==> src/verilog/clock_pkg.sv <==
// Purpose: shared constants and carriers for the clock source block
// Assumes: 200 MHz system clock, one clock domain
// Notes: register offsets are byte addresses on a 32-bit word port
package clock_pkg;

    // ------------------------------------------------------------
    // timing
    // ------------------------------------------------------------
    localparam int CLK_HZ = 200000000;
    localparam int FAST_LS_HZ = 100000;
    localparam int FAST_DIV = CLK_HZ / FAST_LS_HZ;
    localparam int THIRD_DIV = 3;
    localparam int SLOW_DIV = 100;
    localparam int LOCK_US = 250;
    localparam int LOCK_CYCLES = LOCK_US * (CLK_HZ / 1000000);

    // ------------------------------------------------------------
    // register offsets
    // ------------------------------------------------------------
    localparam logic [7:0] OFS_CTRL = 8'h00;
    localparam logic [7:0] OFS_CTW_COUNT = 8'h04;
    localparam logic [7:0] OFS_CTW_TAP = 8'h08;
    localparam logic [7:0] OFS_FTW_TERM = 8'h0C;
    localparam logic [7:0] OFS_PLL_DIV = 8'h10;
    localparam logic [7:0] OFS_STATUS = 8'h14;
    localparam logic [7:0] OFS_MASK = 8'h18;
    localparam logic [7:0] OFS_STATE = 8'h1C;

    // ------------------------------------------------------------
    // field positions of the control and divider registers
    // ------------------------------------------------------------
    localparam int CTRL_FTW_EN = 0;
    localparam int CTRL_PLL_EN = 1;
    localparam int CTRL_CTW_CLR = 2;
    localparam int CTRL_PLL_SRC = 4;
    localparam int CTRL_DBL_SRC = 6;
    localparam int CTRL_DBL_EN = 8;
    localparam int CTRL_MAIN_SEL = 9;
    localparam int PLL_FB_POS = 8;

    // ------------------------------------------------------------
    // reset values
    // ------------------------------------------------------------
    localparam logic [3:0] RST_CTW_TAP = 4'hA;
    localparam logic [4:0] RST_FTW_TERM = 5'h1F;
    localparam logic [5:0] RST_IN_DIV = 6'h01;
    localparam logic [7:0] RST_FB_DIV = 8'h08;

    // multiplier and doubler source
    typedef enum logic [1:0] {
        SRC_MAIN = 2'b00,
        SRC_XTAL = 2'b01,
        SRC_DSI = 2'b10
    } src_sel_t;

    // main oscillator frequency steps 3..74 MHz
    typedef enum logic [2:0] {
        MAIN_3 = 3'b000,
        MAIN_6 = 3'b001,
        MAIN_12 = 3'b010,
        MAIN_24 = 3'b011,
        MAIN_48 = 3'b100,
        MAIN_74 = 3'b101
    } main_sel_t;

    // multiplier loop lock tracking
    typedef enum logic [1:0] {
        PLL_OFF = 2'b00,
        PLL_WAIT = 2'b01,
        PLL_LOCKED = 2'b10
    } pll_state_t;

    // register port request
    typedef struct packed {
        logic [7:0] addr;
        logic [31:0] wdata;
        logic wr;
        logic rd;
    } reg_req_t;

    // analog clock source configuration
    typedef struct packed {
        logic pll_en;
        src_sel_t pll_src;
        logic [5:0] pll_in_div;
        logic [7:0] pll_fb_div;
        logic dbl_en;
        src_sel_t dbl_src;
        main_sel_t main_sel;
    } clk_cfg_t;

endpackage

==> src/verilog/clock_sources.sv <==
// Purpose: clock source control, low-speed clocks and two wake timers
// Assumes: 200 MHz clk; low-speed oscillator modelled by an enable divider
// Notes: all slow clocks are one-cycle enable pulses on clk
//
// Contract
// [RQ1] 13-bit central timer advanced by 1 kHz
// [RQ2] central timer stops in hibernate or debug halt
// [RQ3] software can clear the central timer
// [RQ4] central timer gives periodic wakes, optional interrupt
// [RQ5] 5-bit fast timer advanced by 100 kHz
// [RQ6] fast timer wraps at programmable terminal count
// [RQ7] fast timer terminal count may raise interrupt
// [RQ8] low-speed logic makes 1, 33, 100 kHz
// [RQ9] 33 kHz is 100 kHz divided by three
// [RQ10] multiplier locks within 250 us, lock bit
// [RQ11] lock indication can raise an interrupt
// [RQ12] multiplier input from main, crystal or interconnect
// [RQ13] input and feedback dividers set multiplier ratio
// [RQ14] doubler doubles a selected 6..24 MHz input
// [RQ15] main oscillator offers 3..74 MHz steps
// [RQ16] software disables multiplier before low power
// [RQ17] fast terminal count applies from next wrap
//
// The plain strobed port and the register offsets are this design's own decisions.
`timescale 1ns/10ps
`default_nettype none

module clock_sources
#(
    parameter int LOCK_TIME = clock_pkg::LOCK_CYCLES
)
(
    input wire logic clk,
    input wire logic rst_b,
    input wire clock_pkg::reg_req_t bus_req,
    output logic [31:0] rd_data,
    input wire logic hibernate,
    input wire logic debug_halt,
    output clock_pkg::clk_cfg_t clk_cfg,
    output logic fast_lowspeed_clk,
    output logic third_lowspeed_clk,
    output logic slow_tick_clk,
    output logic ctw_wake,
    output logic ftw_wake,
    output logic pll_lock,
    output logic irq
);

    // ------------------------------------------------------------
    // declarations
    // ------------------------------------------------------------
    logic [15:0] ls_div; // cycles per fast tick
    logic [1:0] third_div; // 100 kHz ticks per 33 kHz tick
    logic [6:0] slow_div; // 100 kHz ticks per 1 kHz tick
    logic fast_tick; // combinational 100 kHz enable
    logic [1:0] hib_sync; // hibernate synchroniser
    logic [1:0] dbg_sync; // debug halt synchroniser
    logic ctw_hold; // central timer frozen
    logic [12:0] ctw_count; // central timer count
    logic [12:0] next_ctw_count;
    logic [3:0] ctw_tap; // wake period is 2^tap ms, 2^13 ms for any tap above 13
    logic [12:0] tap_mask;
    logic ctw_clear; // software clear request
    logic ftw_en; // fast timer running
    logic [4:0] ftw_count; // fast timer count
    logic [4:0] ftw_term; // terminal count in use
    logic [4:0] ftw_shadow; // terminal count as written
    logic ctw_event; // central timer wake, this cycle
    logic ftw_event; // fast timer wrap, this cycle
    logic lock_event; // multiplier just locked
    logic [2:0] status; // sticky events
    logic [2:0] mask; // interrupt enables
    logic [2:0] event_vec;
    clock_pkg::pll_state_t pll_state;
    logic [31:0] lock_cnt; // cycles spent waiting for lock
    logic wr_hit;
    logic [31:0] wd;

    assign wd = bus_req.wdata;
    assign wr_hit = bus_req.wr;

    // ------------------------------------------------------------
    // input synchronisers
    // ------------------------------------------------------------
    // power pins are asynchronous
    always_ff @(posedge clk or negedge rst_b)
    begin
        if (!rst_b)
        begin
            hib_sync <= 2'h0;
            dbg_sync <= 2'h0;
        end
        else
        begin
            hib_sync <= {hib_sync[0], hibernate};
            dbg_sync <= {dbg_sync[0], debug_halt};
        end
    end

    // only the second stage is read
    assign ctw_hold = hib_sync[1] | dbg_sync[1]; // [RQ2]

    // ------------------------------------------------------------
    // low-speed oscillator clocks
    // ------------------------------------------------------------
    // 100 kHz base from the system clock
    assign fast_tick = (ls_div == 16'(clock_pkg::FAST_DIV - 1));

    always_ff @(posedge clk or negedge rst_b)
    begin
        if (!rst_b)
        begin
            ls_div <= 16'h0000;
        end
        else if (fast_tick)
        begin
            ls_div <= 16'h0000;
        end
        else
        begin
            ls_div <= ls_div + 16'h0001;
        end
    end

    // derived ticks, registered one cycle after fast_tick
    always_ff @(posedge clk or negedge rst_b)
    begin
        if (!rst_b)
        begin
            third_div <= 2'h0;
            slow_div <= 7'h00;
            fast_lowspeed_clk <= 1'b0;
            third_lowspeed_clk <= 1'b0;
            slow_tick_clk <= 1'b0;
        end
        else
        begin
            fast_lowspeed_clk <= fast_tick; // [RQ8]
            third_lowspeed_clk <= 1'b0;
            slow_tick_clk <= 1'b0;
            if (fast_tick)
            begin
                // divide by three for the 33 kHz output
                if (third_div == 2'(clock_pkg::THIRD_DIV - 1))
                begin
                    third_div <= 2'h0;
                    third_lowspeed_clk <= 1'b1; // [RQ9]
                end
                else
                begin
                    third_div <= third_div + 2'h1;
                end
                // divide by one hundred for the 1 kHz output
                if (slow_div == 7'(clock_pkg::SLOW_DIV - 1))
                begin
                    slow_div <= 7'h00;
                    slow_tick_clk <= 1'b1; // [RQ8]
                end
                else
                begin
                    slow_div <= slow_div + 7'h01;
                end
            end
        end
    end

    // ------------------------------------------------------------
    // central wake timer
    // ------------------------------------------------------------
    // free running; tap picks a 2^n wake period
    assign next_ctw_count = ctw_count + 13'h0001;
    assign tap_mask = 13'((14'h0001 << ctw_tap) - 14'h0001);

    always_ff @(posedge clk or negedge rst_b)
    begin
        if (!rst_b)
        begin
            ctw_count <= 13'h0000;
            ctw_event <= 1'b0;
        end
        else
        begin
            ctw_event <= 1'b0;
            if (ctw_clear)
            begin
                // clear beats a same-cycle tick
                ctw_count <= 13'h0000; // [RQ3]
            end
            else if (slow_tick_clk && !ctw_hold) // [RQ2]
            begin
                ctw_count <= next_ctw_count; // [RQ1]
                ctw_event <= ((next_ctw_count & tap_mask) == 13'h0000); // [RQ4]
            end
        end
    end

    assign ctw_wake = ctw_event; // [RQ4]

    // ------------------------------------------------------------
    // fast wake timer
    // ------------------------------------------------------------
    // new terminal taken only at wrap or while stopped,
    // so a running period is never cut or stretched
    always_ff @(posedge clk or negedge rst_b)
    begin
        if (!rst_b)
        begin
            ftw_count <= 5'h00;
            ftw_term <= clock_pkg::RST_FTW_TERM;
            ftw_event <= 1'b0;
        end
        else
        begin
            ftw_event <= 1'b0;
            if (!ftw_en)
            begin
                // stopped: restart with newest setting
                ftw_count <= 5'h00;
                ftw_term <= ftw_shadow;
            end
            else if (fast_lowspeed_clk) // [RQ5]
            begin
                if (ftw_count == ftw_term) // [RQ6]
                begin
                    ftw_count <= 5'h00;
                    ftw_term <= ftw_shadow; // [RQ17]
                    ftw_event <= 1'b1; // [RQ7]
                end
                else
                begin
                    ftw_count <= ftw_count + 5'h01; // [RQ5]
                end
            end
        end
    end

    assign ftw_wake = ftw_event;

    // ------------------------------------------------------------
    // multiplier lock tracking
    // ------------------------------------------------------------
    // lock after the worst-case settle time;
    // disable drops lock at once
    always_ff @(posedge clk or negedge rst_b)
    begin
        if (!rst_b)
        begin
            pll_state <= clock_pkg::PLL_OFF;
            lock_cnt <= 32'h00000000;
            lock_event <= 1'b0;
        end
        else
        begin
            lock_event <= 1'b0;
            case (pll_state)
                clock_pkg::PLL_OFF:
                begin
                    lock_cnt <= 32'h00000000;
                    if (clk_cfg.pll_en)
                    begin
                        pll_state <= clock_pkg::PLL_WAIT;
                    end
                end
                clock_pkg::PLL_WAIT:
                begin
                    if (!clk_cfg.pll_en)
                    begin
                        pll_state <= clock_pkg::PLL_OFF; // [RQ16]
                    end
                    else if (lock_cnt == 32'(LOCK_TIME - 1))
                    begin
                        pll_state <= clock_pkg::PLL_LOCKED; // [RQ10]
                        lock_event <= 1'b1; // [RQ11]
                    end
                    else
                    begin
                        lock_cnt <= lock_cnt + 32'h00000001;
                    end
                end
                clock_pkg::PLL_LOCKED:
                begin
                    if (!clk_cfg.pll_en)
                    begin
                        pll_state <= clock_pkg::PLL_OFF;
                    end
                end
                default:
                begin
                    pll_state <= clock_pkg::PLL_OFF;
                end
            endcase
        end
    end

    assign pll_lock = (pll_state == clock_pkg::PLL_LOCKED); // [RQ10]

    // ------------------------------------------------------------
    // configuration registers
    // ------------------------------------------------------------
    // reserved source code refused; mux never sees it
    always_ff @(posedge clk or negedge rst_b)
    begin
        if (!rst_b)
        begin
            clk_cfg.pll_en <= 1'b0;
            clk_cfg.pll_src <= clock_pkg::SRC_MAIN;
            clk_cfg.pll_in_div <= clock_pkg::RST_IN_DIV;
            clk_cfg.pll_fb_div <= clock_pkg::RST_FB_DIV;
            clk_cfg.dbl_en <= 1'b0;
            clk_cfg.dbl_src <= clock_pkg::SRC_MAIN;
            clk_cfg.main_sel <= clock_pkg::MAIN_3;
            ftw_en <= 1'b0;
            ftw_shadow <= clock_pkg::RST_FTW_TERM;
            ctw_tap <= clock_pkg::RST_CTW_TAP;
            ctw_clear <= 1'b0;
        end
        else
        begin
            ctw_clear <= 1'b0;
            if (wr_hit && bus_req.addr == clock_pkg::OFS_CTRL)
            begin
                ftw_en <= wd[clock_pkg::CTRL_FTW_EN];
                clk_cfg.pll_en <= wd[clock_pkg::CTRL_PLL_EN];
                ctw_clear <= wd[clock_pkg::CTRL_CTW_CLR]; // [RQ3]
                clk_cfg.dbl_en <= wd[clock_pkg::CTRL_DBL_EN]; // [RQ14]
                if (wd[clock_pkg::CTRL_PLL_SRC+1 -: 2] != 2'h3)
                begin
                    clk_cfg.pll_src <= clock_pkg::src_sel_t'(
                        wd[clock_pkg::CTRL_PLL_SRC+1 -: 2]); // [RQ12]
                end
                if (wd[clock_pkg::CTRL_DBL_SRC+1 -: 2] != 2'h3)
                begin
                    clk_cfg.dbl_src <= clock_pkg::src_sel_t'(
                        wd[clock_pkg::CTRL_DBL_SRC+1 -: 2]); // [RQ14]
                end
                // only the six frequency steps taken
                if (wd[clock_pkg::CTRL_MAIN_SEL+2 -: 3] <= 3'h5)
                begin
                    clk_cfg.main_sel <= clock_pkg::main_sel_t'(
                        wd[clock_pkg::CTRL_MAIN_SEL+2 -: 3]); // [RQ15]
                end
            end
            if (wr_hit && bus_req.addr == clock_pkg::OFS_CTW_TAP)
            begin
                ctw_tap <= wd[3:0]; // [RQ4]
            end
            if (wr_hit && bus_req.addr == clock_pkg::OFS_FTW_TERM)
            begin
                ftw_shadow <= wd[4:0]; // [RQ17]
            end
            if (wr_hit && bus_req.addr == clock_pkg::OFS_PLL_DIV)
            begin
                clk_cfg.pll_in_div <= wd[5:0]; // [RQ13]
                clk_cfg.pll_fb_div <= wd[clock_pkg::PLL_FB_POS+7 -: 8]; // [RQ13]
            end
        end
    end

    // ------------------------------------------------------------
    // interrupt status and mask
    // ------------------------------------------------------------
    assign event_vec = {lock_event, ftw_event, ctw_event};

    // write one clears; a same-cycle event wins
    always_ff @(posedge clk or negedge rst_b)
    begin
        if (!rst_b)
        begin
            status <= 3'h0;
            mask <= 3'h0;
        end
        else
        begin
            if (wr_hit && bus_req.addr == clock_pkg::OFS_STATUS)
            begin
                status <= (status & ~wd[2:0]) | event_vec; // [RQ7]
            end
            else
            begin
                status <= status | event_vec; // [RQ11]
            end
            if (wr_hit && bus_req.addr == clock_pkg::OFS_MASK)
            begin
                mask <= wd[2:0];
            end
        end
    end

    assign irq = |(status & mask); // [RQ4]

    // ------------------------------------------------------------
    // read port
    // ------------------------------------------------------------
    // data one cycle after the strobe; unmapped reads 0
    always_ff @(posedge clk or negedge rst_b)
    begin
        if (!rst_b)
        begin
            rd_data <= 32'h00000000;
        end
        else if (bus_req.rd)
        begin
            case (bus_req.addr)
                clock_pkg::OFS_CTRL:
                    rd_data <= {20'h00000, clk_cfg.main_sel, clk_cfg.dbl_en,
                        clk_cfg.dbl_src, clk_cfg.pll_src, 1'b0, 1'b0,
                        clk_cfg.pll_en, ftw_en};
                clock_pkg::OFS_CTW_COUNT:
                    rd_data <= {19'h00000, ctw_count};
                clock_pkg::OFS_CTW_TAP:
                    rd_data <= {28'h0000000, ctw_tap};
                clock_pkg::OFS_FTW_TERM:
                    rd_data <= {27'h0000000, ftw_shadow};
                clock_pkg::OFS_PLL_DIV:
                    rd_data <= {16'h0000, clk_cfg.pll_fb_div, 2'h0,
                        clk_cfg.pll_in_div};
                clock_pkg::OFS_STATUS:
                    rd_data <= {29'h00000000, status};
                clock_pkg::OFS_MASK:
                    rd_data <= {29'h00000000, mask};
                clock_pkg::OFS_STATE:
                    rd_data <= {19'h00000, ftw_count, 7'h00, pll_lock}; // [RQ10]
                default:
                    rd_data <= 32'h00000000;
            endcase
        end
        else
        begin
            rd_data <= 32'h00000000;
        end
    end

endmodule

`default_nettype wire

==> config.mk <==
export PLATFORM = sky130hd
export DESIGN_NAME = clock_sources
export DESIGN_NICKNAME = d
export VERILOG_FILES = /design/src/verilog/clock_pkg.sv /design/src/verilog/clock_sources.sv
export SDC_FILE = /design/constraint.sdc
export NUM_CORES = 1
export LEC_CHECK = 0
export BUFFER_PORTS_ARGS = -buffer_cell sky130_fd_sc_hd__buf_2
export CELL_PAD_IN_SITES_DETAIL_PLACEMENT = 1
export CELL_PAD_IN_SITES_GLOBAL_PLACEMENT = 2
export CORE_MARGIN = 5
export CORE_UTILIZATION = 41
export CTS_BUF_LIST = sky130_fd_sc_hd__clkbuf_4 sky130_fd_sc_hd__clkbuf_8
export CTS_CLUSTER_DIAMETER = 100
export DETAILED_ROUTE_END_ITERATION = 10
export GPL_TIMING_DRIVEN = 0
export PLACE_DENSITY_LB_ADDON = 0.1
export SLEW_MARGIN = 30
export SYNTH_ARGS = -nofsm -noshare
export SYNTH_HDL_FRONTEND = slang
export SYNTH_SLANG_ARGS = --single-unit
==> constraint.sdc <==
create_clock -name clk -period 5.25 [get_ports clk]
set_clock_uncertainty 0.15 [all_clocks]
set_input_delay 0.525 -clock clk [delete_from_list [all_inputs] [get_ports clk]]
set_output_delay 0.525 -clock clk [all_outputs]
set_load 0.02 [all_outputs]
======== Word level (Yosys, flattened, before mapping) ========
Cells that the tools add are included.
storage, ports and cells
  register bits ........................... 164
  latch bits .............................. 0
  RAM bits ................................ 0
  bits in read-only memories .............. 0
  input port bits ......................... 46
  logic and storage cells ................. 124
  memories kept ........................... 0
cells by class
  $add $sub $neg .......................... 7
  multiply operators ...................... 0
  div/mod/pow operators ................... 0
  magnitude comparators ................... 1
  eq/ne operators ......................... 23
  shift-type cells ........................ 1
  mux-type cells .......................... 35
  bitwise gates (word level) .............. 7
  reductions and logical operators ........ 20
operators with widths
  cell                                                count
  one-hot mux 16 bit (8 select lines)                 1
  2-to-1 mux 32 bit                                   2
  one-hot mux 32 bit (2 select lines)                 1
  adder 32 x 1 -> 32 bit, second input constant       1
  == test 32 x 16 -> 1 bit, second input constant     1
  == test 8 x 5 -> 1 bit, second input constant       4
  2-to-1 mux 16 bit                                   2
  2-to-1 mux 5 bit                                    6
  2-to-1 mux 13 bit                                   2
  adder 16 x 1 -> 16 bit, second input constant       1
  == test 16 x 11 -> 1 bit, second input constant     1
  == test 8 x 4 -> 1 bit, second input constant       2
  != test 2 bit, second input constant                7
  adder 13 x 1 -> 13 bit, second input constant       1
  AND 13 bit                                          1
  zero test 13 bit                                    1
  2-to-1 mux 1 bit                                    13
  left shift 1 x 4 -> 13 bit, first input constant    1
  subtractor 13 x 1 -> 13 bit, second input constant  1
  2-to-1 mux 2 bit                                    5
  == test 8 x 3 -> 1 bit, second input constant       1
  zero test 8 bit                                     1
  AND reduction 2 bit                                 4
  adder 7 x 1 -> 7 bit, second input constant         1
  other kinds (22)                                    33

======== Longest topological paths before layout ========
  depth in word-level cells ............... 6
  depth in mapped cells ................... 9

======== Least setup slack after synthesis ========
No wires, ideal clock.
  path type ............................... register -> register
  start ................................... register ctw_tap[0]
  end ..................................... register ctw_event, in the netlist ctw_wake
  data arrival time ....................... 2.068 ns
  setup slack ............................. 2.931 ns
  stages on the path, launching flop included .. 10
  path buffers ............................ 1
  period minus slack after synthesis ...... 2.319 ns
  cells stage by stage .................... dfrtp_1 > clkbuf_1 > nor4_1 > inv_1 > ha_1 > nand2b_1 > o2111ai_1 > a2111oi_0 > o2111ai_1 > nor4_1
on the way
  cells in the longest elaborated chain, start to end .. 6
RTL lines
  element                      line                  text
  start: declaration           clock_sources.sv:61   logic [3:0] ctw_tap;
  start signal: assignment     clock_sources.sv:314  ctw_tap <= clock_pkg::RST_CTW_TAP;
  start signal: assignment     clock_sources.sv:345  ctw_tap <= wd[3:0];
  left shift 1 x 4 -> 13 bit   clock_sources.sv:172  assign tap_mask = 13'((14'h0001 << ctw_tap) - 14'h0001);
  subtractor 13 x 1 -> 13 bit  clock_sources.sv:172
  AND 13 bit                   clock_sources.sv:192  ctw_event <= ((next_ctw_count & tap_mask) == 13'h0000);
  zero test 13 bit             clock_sources.sv:192
  2-to-1 mux 1 bit             clock_sources.sv:189  else if (slow_tick_clk && !ctw_hold)
  2-to-1 mux 1 bit             clock_sources.sv:184  if (ctw_clear)
  end signal: assignment       clock_sources.sv:192
  end: declaration             clock_sources.sv:68   logic ctw_event;
Every way passes these cells.
A chain may end at the register's enable or synchronous reset.

======== Worst setup path in the final report ========
Ends and elaborated chain as after synthesis.

==> metrics.md <==
| Metric | Value |
|---|---|
| Fin crit share | `58.3%` |
| Drt drc | `0` |
| Mean Syn Cell Area | `roughly 10 µm²` |
| Yosys cell types | `72` |
| Setup WS post-layout | `between 2 and 2.5 ns` |
| CTS clk-pin slew, worst paths | `around 0.08 ns` |
| Met1 Use GR | `about a quarter` |
| Mux cell area share after synthesis | `between 6 and 7%` |
| Async SR Flop Fraction | `between 90% and 100%` |
| Most Crowded Layer GR | `met2` |
| Max cap viols | `0` |
| Synthesized cell area | `~7600 µm²` |
| Gpl congestion | `about 0.84` |
| Post-place instance area | `between 8000 and 9000 µm²` |
| Final Cell Area | `approximately 8700 µm²` |
| Clock Power Share | `39.6%` |
| CORE AREA | `about 18000 µm²` |
| Setup crit start | `ctw_tap[0]` |
| Status | `complete, no violations` |
| Vias in the first global route | `about 7000` |
| Worst R2R Setup Slack | `roughly 2.2 ns` |
| Final Hold Fails | `0` |
| CP Capture Type | `flip-flop` |
| Power Density | `around 250 nW/µm²` |
| WP data arrival | `between 3 and 4 ns` |
| Hold path start | `debug_halt` |
| Post-Syn Instances | `approximately 750` |
| Initial antenna violation count | `0` |
| Pin count of the biggest net entering global routing | `between 80 and 90` |
| # fillers | `between 2000 and 2500` |
| Sequential power share | `between 50% and 60%` |
| Int Pwr | `~1600 µW` |
| Initial Util | `a little over two fifths` |
| Overflow after GRT | `0` |
| Synth area leader | `dfrtp_1` |
| Hold Path End | `dbg_sync[0]` |
| Synth Area in Adders | `less than 1%` |
| Synth warn | `0` |
| Max Clk Rate | `around 330 MHz` |
| Clock sinks | `roughly 150` |
| Vias | `between 6000 and 7000` |
| Die Y | `~150 µm` |
| FP Rows | `49` |
| Layout Nets | `between 900 and 1000` |
| Critical path, cell by cell | `clkbuf_1, nor4_1, inv_1, ha_1, nand2b_1, o2111ai_1, a2111oi_0, o2111ai_1, nor4_1` |
| Post-CTS setup buffer count | `0` |
| First-pass GRT wire length | `approximately 36000 µm` |
| Clock Tree Root | `clkbuf_8` |
| Hpwl dp | `roughly 16000 µm` |
| Static Leak | `slightly below 0.004 µW` |
| Total GRT Usage | `slightly above 20%` |
| # IOs | `~110` |
| Synth area leaders | `dfrtp_1 44%, mux2_2 5.5%, dfstp_2 4.9%` |
| Reg-to-Reg Start | `ctw_tap[0]` |
| Relative slew slack | `roughly two fifths` |
| Reg2reg path depth | `9` |
| Synth Area in Compound Gates | `between 10 and 15%` |
| Final setup violating endpoints | `0` |
| Crit Path Category | `reg2reg` |
| Crit Path Max Fanout | `10` |
| GR met2 Demand/Resource | `between 30% and 40%` |
| Flops & latches, synth | `roughly 150` |
| Net switching power | `about 560 µW` |
| Max Buffers Root-to-Sink | `2` |
| Setup slack after placement | `between 2 and 2.5 ns` |
| Pre-antenna DRT Iters | `5` |
| Die ar. | `21300 µm²` |
| Hold WC Path Type | `in2reg` |
| Min cycle time layout | `a little over 3 ns` |
| Grt met3 use | `4.45%` |
| Hold Crit Depth | `1` |
| Xor/xnor share of the synthesized area | `under 10%` |
| Slew at the pin closest to its max-slew limit | `about 0.89 ns` |
| Peak VDD IR | `roughly 0.14 mV` |
| Layout area overhead | `15.1%` |
| Synth Area in Simple Gates | `about a fifth` |
| DR WL/cell | `19.2 µm` |
| Via density | `5.76` |
| Critical path required time | `approximately 5.4 ns` |
| CTS tree | `built` |
| Largest family of logic cells by synthesized area | `simple AND/OR/NAND/NOR gates` |
| Initial DRC count | `341` |
| RSZ-0062 raised after global routing | `no` |
| Slowest stage cell on the critical path | `a2111oi_0` |
| Sw Ratio | `around a quarter` |
| TNS Setup | `0 ns` |
| Buffers on Ports | `74` |
| Crit path launch type | `flip-flop` |
| Post-route antenna net violation count | `0` |
| Most frequent cells after synthesis | `134 x dfrtp_1, 69 x nand2_1, 58 x nor2_1` |
| Number of synthesized flops with an enable pin | `0` |
| Sequential area share after synthesis | `49.2%` |
| DRT Wirelength | `~21000 µm` |
| N_diodes | `0` |
| Layout cells sized above 1 | `between 20% and 30%` |
| Most numerous cell in the Yosys netlist | `dfrtp_1` |
| Comb pwr share | `between 6 and 7%` |
| CP peak stage delay | `between 0.5 and 0.6 ns` |
| Top_reg_cell synth | `dfrtp_1` |
| TritonCTS buffer count | `17` |
| Die width | `between 100 and 150 µm` |
| Post-synth top area share | `44.3%` |
| H-tree depth | `4` |
| Max-slew violation count | `0` |
| R2r endpoint | `ctw_wake` |
| Worst skew pair latency | `0.45 ns` |
repair_timing:
action	in CTS	in global routing
hold buffers	1	0
gates resized for setup	0	0
hold endpoints to repair	61	0
kinds of logic after synthesis:
| family | Yosys count |
|---|---|
| buffers and inverters | 64 |
| multiplexers | 41 |
| flip-flops | 148 |
| AND/OR/NAND/NOR | 295 |
| adder cells (fa/ha/maj) | 6 |
| other | 1 |
| AO/OA/AOI/OAI | 163 |
| XOR/XNOR | 33 |
layer usage:
metal / up-vias / wire, µm
li1: 2983 / -
met1: 3219 / 9400
met2: 123 / 10700
met3: 25 / 864
met4: 0 / 282
met5: - / 0
cell type report:
type	instances	area (µm²)	area share [%]
Tap cell	229	287	3.29
Inverter	17	63.8	0.733
Sequential cell	148	3720	42.7
Clock inverter	11	101	1.16
Clock buffer	21	283	3.25
Multi-Input combinational cell	554	3570	41.0
Buffer	47	260	2.99
Timing Repair Buffer	76	418	4.80
metrics by stage:
step | util, % | instances | total power [µW] | hold WS (ns)
3_5_place_dp | 46.0 | 1070 | 1350 | 0.200
2_1_floorplan | - | 766 | 1270 | 0.0794
6_report | 48.1 | 1103 | 2190 | 0.0341
3_3_place_gp | 45.8 | 1069 | 1340 | 0.185
4_1_cts | 48.1 | 1103 | 2220 | 0.00415
5_1_grt | 48.1 | 1103 | 2280 | 0.00565
cells in the final DEF (no fill, tap or decap), types with 4 or more instances in the layout:
cell type / synthesis / final
nand4_1: 17 / 17
a222oi_1: 12 / 12
and2_1: 4 / 4
xnor2_1: 14 / 14
o21ai_0: 19 / 19
a22oi_1: 8 / 8
xor2_1: 19 / 19
clkbuf_8: 1 / 21
and3_1: 16 / 16
clkinv_2: 0 / 4
nor3_1: 23 / 23
inv_1: 17 / 17
clkbuf_1: 20 / 20
ha_1: 6 / 6
and4_1: 8 / 8
nand2_1: 69 / 69
conb_1: 1 / 16
nor2b_1: 4 / 4
nor4_1: 12 / 12
or4_1: 6 / 6
mux2_2: 37 / 37
o211ai_1: 4 / 4
buf_4: 17 / 17
dfstp_2: 14 / 14
buf_2: 8 / 81
o311ai_0: 5 / 5
o31a_1: 4 / 4
dfrtp_1: 134 / 134
mux2i_1: 4 / 4
a21oi_1: 37 / 37
nand3_1: 37 / 37
o22a_1: 6 / 6
a31oi_1: 26 / 26
nand2b_1: 8 / 8
nor2_1: 58 / 58
a21o_1: 8 / 8
or3_1: 8 / 8
sequential cells by signal, indices dropped and copies added, names as in the netlist, 5 cells and up:
register / cells
ls_div: 16
ctw_count: 13
ftw_shadow: 5
rd_data: 16
ftw_term: 5
slow_div: 7
clk_cfg: 23
lock_cnt: 32
ftw_count: 5
critical path, delay by kind of cell (launching register included):
kind            cells  cell delay [ns]
compound gates      3             0.90
fa+ha+maj           1             0.28
buf+inv             2             0.35
flops               1             0.41
simple gates        3             0.85
worst max path at each step:
stage,cells after the start,slack [ns],endpoint
3_5_place_dp,9,2.24,ctw_wake
5_1_grt,9,2.03,ctw_wake
6_report,9,2.19,ctw_wake
3_3_place_gp,1,1.39,lock_cnt[23]
4_1_cts,9,2.21,ctw_wake
2_1_floorplan,9,2.93,ctw_wake
power groups by stage:
stage	Clock (µW)	Combinational, µW	Sequential [µW]
after floorplan	0	70.8	1200
after global placement	0	143	1200
after detailed placement	0	151	1200
after CTS	896	152	1180
after global routing	941	166	1180
final	869	150	1180
(Power assumes the default switching activity.)
